[config.mk]
export PLATFORM = sky130hd
export DESIGN_NAME = srap_spi_port
export DESIGN_NICKNAME = d
export VERILOG_FILES = /design/src/core/srap_pkg.sv /design/src/core/srap_spi_port.sv /design/src/core/srap_in_filter.sv /design/src/core/srap_fifo.sv
export SDC_FILE = /design/constraint.sdc
export NUM_CORES = 1
export LEC_CHECK = 0
export ABC_AREA = 0
export ABC_CLOCK_PERIOD_IN_PS = 8400
export BUFFER_PORTS_ARGS = -buffer_cell sky130_fd_sc_hd__clkbuf_2
export CORE_MARGIN = 2
export CORE_UTILIZATION = 61
export DETAILED_ROUTE_END_ITERATION = 10
export GPL_ROUTABILITY_DRIVEN = 0
export PLACE_DENSITY = 0.76
export SLEW_MARGIN = 10
export SYNTH_ARGS = -nofsm -noshare
export SYNTH_HDL_FRONTEND = slang
export SYNTH_SLANG_ARGS = --single-unit
[constraint.sdc]
create_clock -name ref_clk_i -period 8.4 [get_ports ref_clk_i]
set_input_delay 1.68 -clock ref_clk_i [delete_from_list [all_inputs] [get_ports ref_clk_i]]
set_output_delay 1.68 -clock ref_clk_i [all_outputs]
set_load 0.02 [all_outputs]
[src/core/srap_pkg.sv]
`default_nettype none
// ==========================================================================
// shared constants of the serial register access port
package srap_pkg;
   localparam int          FRAME_BITS         = 40;
   localparam int          ADDR_W             = 7;
   localparam int          DATA_W             = 32;
   localparam int          STATUS_W           = 8;
   localparam int          CMD_W              = ADDR_W + DATA_W;
   localparam int          WRITE_SELECT_POS   = 39;
   localparam int          ADDR_MSB           = 38;
   localparam int          ADDR_LSB           = 32;
   localparam int          STAT_STOP_RIGHT    = 7;
   localparam int          STAT_STOP_LEFT     = 6;
   localparam int          STAT_POS_REACHED   = 5;
   localparam int          STAT_VEL_REACHED   = 4;
   localparam int          STAT_STANDSTILL    = 3;
   localparam int          STAT_STALL         = 2;
   localparam int          STAT_DRIVER_ERROR  = 1;
   localparam int          STAT_RESET_SEEN    = 0;
   localparam logic [7:0]  STATUS_RESET       = 8'h01;
   localparam logic [6:0]  GLOBAL_STATE_ADDR  = 7'h01;
   localparam int          CLK_PERIOD_NS      = 25;
   localparam int          FILT_TIME_NS       = 20;
   localparam int          FILT_CYCLES_RAW    = (FILT_TIME_NS + CLK_PERIOD_NS - 1) / CLK_PERIOD_NS;
   localparam int          FILT_CYCLES        = (FILT_CYCLES_RAW < 1) ? 1 : FILT_CYCLES_RAW;
   localparam int          CMD_FIFO_DEPTH     = 8;
endpackage : srap_pkg
`default_nettype wire

[src/core/srap_spi_port.sv]
`default_nettype none
// Contract
// - datagram bit 39 set means write, clear means read request.
// - a full reply shifts out during every datagram.
// - after a read request, reply data is the register it addressed.
// - after a write, reply data echoes that write's data.
// - read requests modify nothing except that a global state read clears the error and reset flags; data ignored, only the address kept.
// - reply bits 39 to 32 carry the status byte.
// - status is latched at each access end and sent next transfer.
// - status bits 7..0: stops right/left, position, velocity, standstill, stall, error, reset.
// - error and reset bits stay set until the global state register is read.
// - register values sit right aligned in the 32 data bits.
// - input sampled on rising clock, output updated after falling, select low.
// - both directions send the most significant bit first.
// - bits beyond forty leave serial out forty clocks later, for daisy chains.
// - select rising takes the last forty shifted bits as the command.
// - serial inputs and driver enable are filtered against pulses under 20 ns.
// - bus runs in mode 3, clock idles high, capture on rising edge.
// - each datagram is one address byte and four data bytes.
module srap_spi_port
   import srap_pkg::*;
#(
   parameter int          FIFO_DEPTH   = CMD_FIFO_DEPTH,
   parameter logic [6:0]  GSTATE_ADDR  = GLOBAL_STATE_ADDR
) (
   input  wire logic              ref_clk_i,
   input  wire logic              rst_i,
   input  wire logic              sck_i,
   input  wire logic              select_n_i,
   input  wire logic              serial_in_i,
   input  wire logic              driver_enable_n_i,
   output logic                   serial_out_o,
   output logic                   serial_out_oe_o,
   output logic                   driver_enable_n_o,
   input  wire logic              stop_right_i,
   input  wire logic              stop_left_i,
   input  wire logic              position_reached_i,
   input  wire logic              velocity_reached_i,
   input  wire logic              standstill_i,
   input  wire logic              stall_detect_flag_i,
   input  wire logic              driver_error_i,
   input  wire logic              reset_event_i,
   output logic                   cmd_valid_o,
   input  wire logic              cmd_ready_i,
   output logic [ADDR_W-1:0]      cmd_addr_o,
   output logic [DATA_W-1:0]      cmd_data_o,
   output logic                   cmd_drop_o,
   output logic                   rd_req_o,
   output logic [ADDR_W-1:0]      rd_addr_o,
   input  wire logic [DATA_W-1:0] rd_data_i,
   output logic [STATUS_W-1:0]    status_o
);
   typedef enum logic [0:0] {
      SRAP_IDLE,
      SRAP_FRAME
   } srap_state_type;

   srap_state_type          state_reg;
   logic [3:0]              filt;
   logic                    sck_f;
   logic                    sel_n_f;
   logic                    sdi_f;
   logic                    sck_prev_reg;
   logic                    sel_prev_reg;
   logic                    sel_fall;
   logic                    sel_rise;
   logic                    sck_rise;
   logic                    sck_fall;
   logic [FRAME_BITS-1:0]   shift_reg;
   logic [DATA_W-1:0]       reply_reg;
   logic                    reply_from_read_reg;
   logic                    drv_err_reg;
   logic                    reset_seen_reg;
   logic                    pend_valid_reg;
   logic [CMD_W-1:0]        pend_reg;
   logic                    fifo_in_ready;
   logic [CMD_W-1:0]        fifo_out;
   logic                    cmd_write;
   logic [ADDR_W-1:0]       cmd_addr;
   logic                    gstate_read;
   logic                    frame_end;

   function automatic logic [STATUS_W-1:0] pack_status(
      input logic err,
      input logic rst_seen
   );
      logic [STATUS_W-1:0] s;
      s                    = '0;
      s[STAT_STOP_RIGHT]   = stop_right_i;
      s[STAT_STOP_LEFT]    = stop_left_i;
      s[STAT_POS_REACHED]  = position_reached_i;
      s[STAT_VEL_REACHED]  = velocity_reached_i;
      s[STAT_STANDSTILL]   = standstill_i;
      s[STAT_STALL]        = stall_detect_flag_i;
      s[STAT_DRIVER_ERROR] = err;
      s[STAT_RESET_SEEN]   = rst_seen;
      pack_status          = s;
   endfunction : pack_status

   // ==========================================================================
   // input synchronisers and glitch filters
   srap_in_filter #(
      .WIDTH      (4),
      .STABLE_CYC (FILT_CYCLES),
      .RESET_VAL  (4'hf)
   ) u_filter (
      .ref_clk_i  (ref_clk_i),
      .rst_i      (rst_i),
      .raw_i      ({driver_enable_n_i, sck_i, serial_in_i, select_n_i}),
      .filt_o     (filt)
   );

   assign sel_n_f = filt[0];
   assign sdi_f   = filt[1];
   assign sck_f   = filt[2];

   always_ff @(posedge ref_clk_i or posedge rst_i) begin
      if (rst_i) begin
         driver_enable_n_o <= 1'b1;
      end else begin
         driver_enable_n_o <= filt[3];
      end
   end

   // ==========================================================================
   // edge detection on the filtered bus signals
   always_ff @(posedge ref_clk_i or posedge rst_i) begin
      if (rst_i) begin
         sck_prev_reg <= 1'b1;
      end else begin
         sck_prev_reg <= sck_f;
      end
   end

   // ==========================================================================
   // select edge detection
   always_ff @(posedge ref_clk_i or posedge rst_i) begin
      if (rst_i) begin
         sel_prev_reg <= 1'b1;
      end else begin
         sel_prev_reg <= sel_n_f;
      end
   end

   assign sel_fall = sel_prev_reg & ~sel_n_f;
   assign sel_rise = ~sel_prev_reg & sel_n_f;
   assign sck_rise = ~sck_prev_reg & sck_f & ~sel_n_f;
   assign sck_fall = sck_prev_reg & ~sck_f & ~sel_n_f;

   // ==========================================================================
   // command decode of the last forty bits
   assign cmd_write   = shift_reg[WRITE_SELECT_POS];
   assign cmd_addr    = shift_reg[ADDR_MSB:ADDR_LSB];
   // a select rise closes a frame only after a select fall
   assign frame_end   = sel_rise & (state_reg == SRAP_FRAME);
   assign gstate_read = frame_end & ~cmd_write & (cmd_addr == GSTATE_ADDR);

   // ==========================================================================
   // frame state
   always_ff @(posedge ref_clk_i or posedge rst_i) begin
      if (rst_i) begin
         state_reg <= SRAP_IDLE;
      end else begin
         case (state_reg)
            SRAP_IDLE: begin
               if (sel_fall) begin
                  state_reg <= SRAP_FRAME;
               end
            end
            SRAP_FRAME: begin
               if (sel_rise) begin
                  state_reg <= SRAP_IDLE;
               end
            end
            default: begin
               state_reg <= SRAP_IDLE;
            end
         endcase
      end
   end

   // ==========================================================================
   // shift register: loaded with the reply, then shifted msb first
   always_ff @(posedge ref_clk_i or posedge rst_i) begin
      if (rst_i) begin
         shift_reg <= '0;
      end else if (sel_fall) begin
         shift_reg <= {status_o, reply_from_read_reg ? rd_data_i : reply_reg};
      end else if (sck_rise) begin
         shift_reg <= {shift_reg[FRAME_BITS-2:0], sdi_f};
      end
   end

   // ==========================================================================
   // serial output, driven only inside a frame
   always_ff @(posedge ref_clk_i or posedge rst_i) begin
      if (rst_i) begin
         serial_out_oe_o <= 1'b0;
      end else begin
         serial_out_oe_o <= ~sel_n_f;
      end
   end

   // ==========================================================================
   // serial data, first bit from the status byte as the shift register loads
   always_ff @(posedge ref_clk_i or posedge rst_i) begin
      if (rst_i) begin
         serial_out_o <= 1'b0;
      end else if (sel_fall) begin
         serial_out_o <= status_o[STATUS_W-1];
      end else if (sck_fall) begin
         serial_out_o <= shift_reg[FRAME_BITS-1];
      end
   end

   // ==========================================================================
   // reply data for the following frame
   always_ff @(posedge ref_clk_i or posedge rst_i) begin
      if (rst_i) begin
         reply_from_read_reg <= 1'b0;
      end else if (frame_end) begin
         reply_from_read_reg <= ~cmd_write;
      end
   end

   // ==========================================================================
   // write data kept for the echo in the next reply
   always_ff @(posedge ref_clk_i or posedge rst_i) begin
      if (rst_i) begin
         reply_reg <= '0;
      end else if (frame_end && cmd_write) begin
         reply_reg <= shift_reg[DATA_W-1:0];
      end
   end

   // ==========================================================================
   // read request towards the register file
   always_ff @(posedge ref_clk_i or posedge rst_i) begin
      if (rst_i) begin
         rd_req_o <= 1'b0;
      end else begin
         rd_req_o <= frame_end & ~cmd_write;
      end
   end

   // ==========================================================================
   // address of the last read request
   always_ff @(posedge ref_clk_i or posedge rst_i) begin
      if (rst_i) begin
         rd_addr_o <= '0;
      end else if (frame_end && !cmd_write) begin
         rd_addr_o <= cmd_addr;
      end
   end

   // ==========================================================================
   // sticky error and reset flags, a new event wins over the clear
   always_ff @(posedge ref_clk_i or posedge rst_i) begin
      if (rst_i) begin
         drv_err_reg <= 1'b0;
      end else if (driver_error_i) begin
         drv_err_reg <= 1'b1;
      end else if (gstate_read) begin
         drv_err_reg <= 1'b0;
      end
   end

   // ==========================================================================
   // reset occurred flag, set again by every reset event
   always_ff @(posedge ref_clk_i or posedge rst_i) begin
      if (rst_i) begin
         reset_seen_reg <= 1'b1;
      end else if (reset_event_i) begin
         reset_seen_reg <= 1'b1;
      end else if (gstate_read) begin
         reset_seen_reg <= 1'b0;
      end
   end

   // ==========================================================================
   // status latched at the end of each access
   always_ff @(posedge ref_clk_i or posedge rst_i) begin
      if (rst_i) begin
         status_o <= STATUS_RESET;
      end else if (frame_end) begin
         status_o <= pack_status(drv_err_reg, reset_seen_reg);
      end
   end

   // ==========================================================================
   // write commands wait here until the fifo takes them
   always_ff @(posedge ref_clk_i or posedge rst_i) begin
      if (rst_i) begin
         pend_valid_reg <= 1'b0;
         pend_reg       <= '0;
      end else begin
         if (pend_valid_reg && fifo_in_ready) begin
            pend_valid_reg <= 1'b0;
         end
         if (frame_end && cmd_write && (!pend_valid_reg || fifo_in_ready)) begin
            pend_valid_reg <= 1'b1;
            pend_reg       <= shift_reg[CMD_W-1:0];
         end
      end
   end

   // ==========================================================================
   // a write that finds pending slot and fifo full is lost and flagged
   always_ff @(posedge ref_clk_i or posedge rst_i) begin
      if (rst_i) begin
         cmd_drop_o <= 1'b0;
      end else begin
         cmd_drop_o <= frame_end & cmd_write & pend_valid_reg & ~fifo_in_ready;
      end
   end

   // ==========================================================================
   // command fifo towards the register file
   srap_fifo #(
      .WIDTH       (CMD_W),
      .DEPTH       (FIFO_DEPTH)
   ) u_cmd_fifo (
      .ref_clk_i   (ref_clk_i),
      .rst_i       (rst_i),
      .in_valid_i  (pend_valid_reg),
      .in_ready_o  (fifo_in_ready),
      .in_data_i   (pend_reg),
      .out_valid_o (cmd_valid_o),
      .out_ready_i (cmd_ready_i),
      .out_data_o  (fifo_out)
   );

   assign cmd_addr_o = fifo_out[CMD_W-1:DATA_W];
   assign cmd_data_o = fifo_out[DATA_W-1:0];
endmodule : srap_spi_port
`default_nettype wire

[src/core/srap_in_filter.sv]
`default_nettype none
// ==========================================================================
// two-flop synchroniser followed by a per-bit stability filter
module srap_in_filter
   import srap_pkg::*;
#(
   parameter int              WIDTH       = 4,
   parameter int              STABLE_CYC  = 1,
   parameter logic [WIDTH-1:0] RESET_VAL  = '1
) (
   input  wire logic             ref_clk_i,
   input  wire logic             rst_i,
   input  wire logic [WIDTH-1:0] raw_i,
   output logic      [WIDTH-1:0] filt_o
);
   localparam int CW = $clog2(STABLE_CYC + 1);

   logic [WIDTH-1:0] meta_reg;
   logic [WIDTH-1:0] sync_reg;
   logic [CW-1:0]    cnt_reg [WIDTH];

   // ==========================================================================
   // synchroniser
   always_ff @(posedge ref_clk_i or posedge rst_i) begin
      if (rst_i) begin
         meta_reg <= RESET_VAL;
         sync_reg <= RESET_VAL;
      end else begin
         meta_reg <= raw_i;
         sync_reg <= meta_reg;
      end
   end

   // ==========================================================================
   // accept a new level only after it held for the filter time
   always_ff @(posedge ref_clk_i or posedge rst_i) begin
      if (rst_i) begin
         filt_o <= RESET_VAL;
         for (int i = 0; i < WIDTH; i++) begin
            cnt_reg[i] <= '0;
         end
      end else begin
         for (int i = 0; i < WIDTH; i++) begin
            if (sync_reg[i] == filt_o[i]) begin
               cnt_reg[i] <= '0;
            end else if (cnt_reg[i] >= CW'(STABLE_CYC)) begin
               filt_o[i]  <= sync_reg[i];
               cnt_reg[i] <= '0;
            end else begin
               cnt_reg[i] <= cnt_reg[i] + CW'(1);
            end
         end
      end
   end
endmodule : srap_in_filter
`default_nettype wire

[src/core/srap_fifo.sv]
`default_nettype none
// ==========================================================================
// command fifo with a registered output word
module srap_fifo
   import srap_pkg::*;
#(
   parameter int WIDTH = 39,
   parameter int DEPTH = 8
) (
   input  wire logic             ref_clk_i,
   input  wire logic             rst_i,
   input  wire logic             in_valid_i,
   output logic                  in_ready_o,
   input  wire logic [WIDTH-1:0] in_data_i,
   output logic                  out_valid_o,
   input  wire logic             out_ready_i,
   output logic      [WIDTH-1:0] out_data_o
);
   localparam int PW = (DEPTH > 1) ? $clog2(DEPTH) : 1;
   localparam int CW = $clog2(DEPTH + 1);

   logic [WIDTH-1:0] mem_reg [DEPTH];
   logic [PW-1:0]    wr_ptr_reg;
   logic [PW-1:0]    rd_ptr_reg;
   logic [CW-1:0]    count_reg;
   logic             push;
   logic             pop;

   function automatic logic [PW-1:0] ptr_inc(input logic [PW-1:0] p);
      ptr_inc = (p == PW'(DEPTH - 1)) ? '0 : p + PW'(1);
   endfunction : ptr_inc

   assign in_ready_o = (count_reg != CW'(DEPTH));
   assign push       = in_valid_i & in_ready_o;
   assign pop        = (count_reg != '0) & (~out_valid_o | out_ready_i);

   // ==========================================================================
   // storage
   always_ff @(posedge ref_clk_i) begin
      if (push) begin
         mem_reg[wr_ptr_reg] <= in_data_i;
      end
   end

   // ==========================================================================
   // pointers and fill level
   always_ff @(posedge ref_clk_i or posedge rst_i) begin
      if (rst_i) begin
         wr_ptr_reg <= '0;
         rd_ptr_reg <= '0;
         count_reg  <= '0;
      end else begin
         if (push) begin
            wr_ptr_reg <= ptr_inc(wr_ptr_reg);
         end
         if (pop) begin
            rd_ptr_reg <= ptr_inc(rd_ptr_reg);
         end
         count_reg <= count_reg + CW'(push) - CW'(pop);
      end
   end

   // ==========================================================================
   // output word
   always_ff @(posedge ref_clk_i or posedge rst_i) begin
      if (rst_i) begin
         out_valid_o <= 1'b0;
         out_data_o  <= '0;
      end else if (pop) begin
         out_valid_o <= 1'b1;
         out_data_o  <= mem_reg[rd_ptr_reg];
      end else if (out_ready_i) begin
         out_valid_o <= 1'b0;
      end
   end
endmodule : srap_fifo
`default_nettype wire

### Yosys cells after proc, flatten, opt, wreduce, memory -nomap -nowiden

Memory sizes are Yosys's and may differ from the RTL's. A register that Yosys moved wholly into a read port is not among the register bits.
Index checks and enable logic that the tools add are counted.

| cells by class | value |
|---|---|
| add/subtract/negate cells | 8 |
| $lt $le $gt $ge | 4 |
| equality and inequality tests | 8 |
| mux-type cells | 27 |
| bitwise gates (word level) | 27 |
| reductions and logical operators | 18 |

Operators with widths:

| cell | count |
|---|---|
| 40-bit two-way mux | 2 |
| 32-bit two-way mux | 1 |
| 1-bit two-way mux | 21 |
| 1-bit AND | 14 |
| 1-bit NOT | 12 |
| 2-bit nonzero test | 6 |
| 2-bit AND reduction | 4 |
| 7-bit by 1-bit == test with 1-bit output, second input constant | 1 |
| 3-bit by 1-bit adder with 3-bit output, second input constant | 2 |
| 3-bit == test, second input constant | 2 |
| 3-bit two-way mux | 2 |
| 1-bit adder, second input constant | 4 |
| 4-bit by 1-bit adder with 4-bit output | 1 |
| 1-bit == test | 4 |
| 1-bit >= comparator, second input constant | 4 |
| 1-bit logical AND | 4 |
| 4-bit != test, second input constant | 1 |
| 4-bit nonzero test | 1 |
| 4-bit by 1-bit subtractor with 4-bit output | 1 |
| 1-bit zero test | 2 |
| 1-bit one-hot mux with 2 select lines | 1 |
| 1-bit logical OR | 1 |
| 1-bit bitwise OR | 1 |

| word-level totals | value |
|---|---|
| register bits | 165 |
| bits in writable memories | 312 |
| bits of input ports | 47 |
| output and inout bits | 60 |
| word-level logic and storage cells | 124 |
| memories kept | 1 |

Memory list:

| name | words | width | read ports | clocked after memory_dff | wr ports | RTL line | RTL |
|---|---|---|---|---|---|---|---|
| u_cmd_fifo.mem_reg | 8 | 39 | 1 | 1 | 1 | srap_fifo.sv:22 | `logic [WIDTH-1:0] mem_reg [DEPTH];` |

### Logic depth before layout (Yosys ltp)

| logic depth | value |
|---|---|
| word-level depth | 7 |
| gate-level depth with buffers | 12 |
| mapped depth without buffers | 11 |

### By module

Synthesis repeated with hierarchy kept, for this count alone.

| unflattened totals | value |
|---|---|
| cells, all modules | 1193 |
| area, all modules | 20522.2 µm² |

By module, submodules not included:

| module | instances | cells each | area an instance (µm²) | sequential area each (µm²) |
|---|---|---|---|---|
| srap_fifo | 1 | 776 | 14258.7 | 10620.2 |
| srap_spi_port | 1 | 388 | 5734.2 | 3459.6 |
| srap_in_filter | 1 | 29 | 529.3 | 415.4 |

### Worst setup path after synthesis

Ideal clock, no wire load.

| timing path | value |
|---|---|
| kind | register to register |
| start | reg u_cmd_fifo.count_reg[2] |
| end | mem u_cmd_fifo.mem_reg[0][0] (enable) |
| library setup time | 532 ps |
| arrival | 4653 ps |
| path slack | 3214 ps |
| cell stages (with the launch flop) | 6 |
| period minus slack after synthesis | 5186 ps |
| cell sequence | dfrtp_1 -> inv_1 -> ha_1 -> or3b_2 -> nand2_2 -> nor4_1 |

| on the way | value |
|---|---|
| longest elaborated chain between the ends | 4 |

RTL lines:

| element | RTL line | RTL |
|---|---|---|
| from (decl) | srap_fifo.sv:25 | `logic [CW-1:0] count_reg;` |
| from (signal assigned) | srap_fifo.sv:59 | `count_reg <= count_reg + CW'(push) - CW'(pop);` |
| 4-bit != test | srap_fifo.sv:33 | `assign in_ready_o = (count_reg != CW'(DEPTH));` |
| 1-bit AND | srap_fifo.sv:34 | `assign push = in_valid_i & in_ready_o;` |
| 1-bit two-way mux | srap_fifo.sv:40 | `if (push) begin` |
| 1-bit two-way mux (implied by the code) | srap_fifo.sv:41 | `mem_reg[wr_ptr_reg] <= in_data_i;` |
| to (decl) | srap_fifo.sv:22 |  |

Every way passes these cells.

### Worst setup path after layout

| timing path | value |
|---|---|
| start | in cmd_ready_i |
| end | reg u_cmd_fifo.count_reg[2] |

| on the way | value |
|---|---|
| longest elaborated chain between the ends | 3 |

RTL lines:

| element | RTL line | RTL |
|---|---|---|
| from (decl) | srap_spi_port.sv:44 | `input wire logic cmd_ready_i,` |
| 1-bit bitwise OR | srap_fifo.sv:35 | `assign pop = (count_reg != '0) & (~out_valid_o \| out_ready_i);` |
| 1-bit AND | srap_fifo.sv:35 |  |
| via u_cmd_fifo.pop | srap_fifo.sv:27 | `logic pop;` |
| 4-bit by 1-bit subtractor with 4-bit output | srap_fifo.sv:59 |  |

The timed path passes the listed nets, and every way through them passes these cells.
A chain may end at the register's enable or synchronous reset.

==> metrics list <==
- Status: complete, no violations
* Row Count: between 60 and 70
- Setup violations remaining at the end of the flow were counted as 0.
* Setup repair after global routing missed its margin: no
- Number of antenna violations at the first check in global routing: 0
- Final Hold Vio Count: 0
- Maximum number of pins on one net before global-route repair: approximately 120
* Max-slew violation count: 0
* Ratio of routed vias to standard cells: 5.956
- The min-delay analysis places its worst path in the category reg -> reg.
* Number of violations reported at the end of detailed-routing iteration 0: a little under 1000
* Number of enable flip-flop cells after synthesis: 312
- CP Class: in -> reg
* Area of the mapped netlist: between 0.02 and 0.025 mm^2
- The smallest clock period supported by the final layout is computed as approximately 3.3 ns.
- Post-placement cell area: 0.02149 mm^2
* Number of cells upsized or downsized after cts: 0
- Routed length per placed instance: 22.08 um
- Clock-pin slew was measured on the worst setup and hold paths at 0.06 ns.
- Total vias in the final route: 10940
- Die footprint: 0.03512 mm^2
- Least-Margin Pin Slew: 1.190 ns
* Leakage power summed over all cells: 9.031 nW
- TritonCTS built the clock tree.
* Clock Root Buffer: clkbuf_16
- # IOs: 107
* Number of instances in the synthesized netlist: around 1200
* Clock tree skew after final layout: 0.01499 ns
- Number of search-and-repair iterations in the first detailed-routing pass: 5
* Final HPWL from detailed placement: 22390 um
- Critical path data required time: ~8.8 ns
- At the worst endpoint, the arrival time is 3.75 ns.
- Sum of routed wire length over all layers: 40560 um
* Max cap viols: 0
* Number of synthesized register bits: about 520
- Synthesis produced a netlist with a net count of 1293.
* Clock sink count: 516
- Clk_lat worst skew: between 0.5 and 0.6 ns
- Avg Cell Area, Syn: about 17 um^2
- The register with the most flip-flops in the layout has 312 of them.
- STA classifies the critical path startpoint as an input pin.
* Number of warnings reported in the yosys synthesis log: 0
- Summing the sequential cell areas from Yosys gives 70.64% of the chip area.
- Remaining design rule violation count: 0
- Area taken by flip-flops and latches: 0.01450 mm^2
* Cts bufs inserted: 50
- Cell area after layout: around 0.023 mm^2
- Hold-fix buffer count after cts: 0
- The number of setup buffers added after CTS is 0.
- The die is 187.4 um wide.
- Total area of multi-input combinational cells: 0.005567 mm^2
- The clock passes through at most 3 buffers.
* Cell depth of the worst flop-to-flop path: 6
* Grt total ovfl: 0
- In the final layout, the share of cells above drive strength 1 is 31.17%.
* Cell depth of the worst min-delay path: 0
* Total routing usage reported by global routing: a little under a quarter
- CTS HTree Levels: 2
- Post-route fraction of the period consumed by the critical path: about two fifths
- The number of global-route vias before repair came to roughly 11000.
- Diode count: 0
- Distinct cell type count after synthesis: 38
- Proportion of synthesized flip-flops having asynchronous set or reset: 39.53%
- Fmax: 301.8 MHz
* Main flop type after synthesis: edfxtp_1
- Of all nets on the critical path, the largest fanout is 41.
* DIE HEIGHT: 187.4 um
- End-of-flow core utilization: a little under 70%
- Initial standard-cell utilization of the core: 61.50%
* Global-route wire length before repair: 63510 um
* Final standard cell count with taps included and fillers excluded: between 1500 and 2000
- Adding up every negative setup slack in the final design gives 0 ns.
* Count of port buffers added during placement: 106
- Power spread over the standard cell area amounts to 365.8 mW/mm^2.
- Fill count: 2264
- The worst setup path is captured at a flop.
- Measured against its own limit, the worst slew margin works out to 20.20%.
- P&R area growth vs syn: 12.42%
- After detailed placement, the design holds a cell count of 1744.
- Total Nets Final: 1406
- IR analysis of the VDD net gives a maximum drop of 0.2593 mV.
* Core footprint: 0.03336 mm^2
* Antenna violation net count after detailed routing: 0
[per-stage QoR]
step / setup WS [ns] / hold slack, ns / power, mW
final: 5.087 / 0.3549 / 8.438
after global routing: 5.000 / 0.3576 / 8.851
after CTS: 5.091 / 0.3556 / 8.481
after detailed placement: 4.530 / 0.3468 / 6.338
after global placement: 4.585 / 0.3457 / 6.243
after floorplan: 1.181 / 0.3452 / 5.637
[worst max-delay path: stages]
cell and delay, ns:
clkbuf_2 0.09, nor2b_2 0.09, buf_4 0.45, or2_1 0.20, inv_1 0.10, ha_1 0.31
inv_1 0.06, ha_1 0.17, inv_1 0.07, fa_1 0.40, xnor2_1 0.14
[power breakdown]
group	internal (mW)	total, mW	switching, mW	leakage [nW]
Clock	1.25	2.14	0.891	0.773
Sequential	3.38	3.98	0.595	5.34
Combinational	1.10	2.32	1.22	2.92
[worst paths after layout]
path	from	end	slack, ns
max	cmd_ready_i	u_cmd_fifo.count_reg[2]	5.09
min	u_filter.meta_reg[1]	u_filter.sync_reg[1]	0.35
max reg2reg	u_cmd_fifo.count_reg[2]	u_cmd_fifo.mem_reg[2][26]	5.40
min reg2reg	u_filter.meta_reg[1]	u_filter.sync_reg[1]	0.35
max in group asynchronous	rst_i	reply_reg[8]	5.47
min in group asynchronous	rst_i	u_filter.cnt_reg[0]	1.29
[layout make-up]
type	instances	share of cell area, %
Sequential cell	516	62.86
Clock buffer	82	6.514
Multi-Input combinational cell	614	24.13
Inverter	34	0.5858
Tap cell	448	2.430
Timing Repair Buffer	132	3.146
Clock inverter	11	0.3363
[cell families after synthesis]
| group | synth area share [%] |
|---|---|
| xor gates and xnor gates | 0.2561 |
| buffers and inverters | 2.616 |
| AOI/OAI and AO/OA | 6.147 |
| and+or+nand+nor | 1.689 |
| muxes | 17.94 |
| DFF | 70.64 |
| adders and majority gates | 0.7074 |
[metal layers]
layer  GRT usage (%)  vias to the layer above  part of all wire, %
met4           6.360                        0                  2.0
li1                -                     4929                    -
met5               0                        -                    0
met1           32.91                     5585                   43
met3           4.259                       66                  7.3
met2           38.45                      361                   48
[cells in the final DEF, fill, tap and decap left out, types with 33 or more instances in the layout]
master / n
a22o_1: 39
o22ai_1: 40
mux2_2: 196
o21ai_0: 60
edfxtp_1: 312
clkbuf_2: 106
inv_1: 33
clkbuf_16: 51
dfrtp_1: 186
mux2i_1: 136
o31ai_1: 39
[cells in the mapped netlist, drive strengths merged, types with 3 or more instances]
cell type / count / area, um^2
edfxtp: 312 / 9369
mux2: 206 / 2320
dfrtp: 187 / 4679
mux2i: 136 / 1361
o21ai: 60 / 300.3
buf: 46 / 315.3
o22ai: 40 / 250.2
a22o: 39 / 341.6
o31ai: 39 / 292.8
inv: 34 / 127.6
nand2: 26 / 100.1
clkbuf: 25 / 93.84
dfstp: 17 / 446.7
nor2: 13 / 48.80
ha: 10 / 125.1
nand2b: 6 / 37.54
a21oi: 5 / 25.02
nand3: 5 / 25.02
nor3: 5 / 25.02
xnor2: 5 / 43.79
a21o: 3 / 22.52
nor2b: 3 / 18.77
nor4bb: 3 / 30.03
No activity file was read; power rests on OpenSTA's default activity.
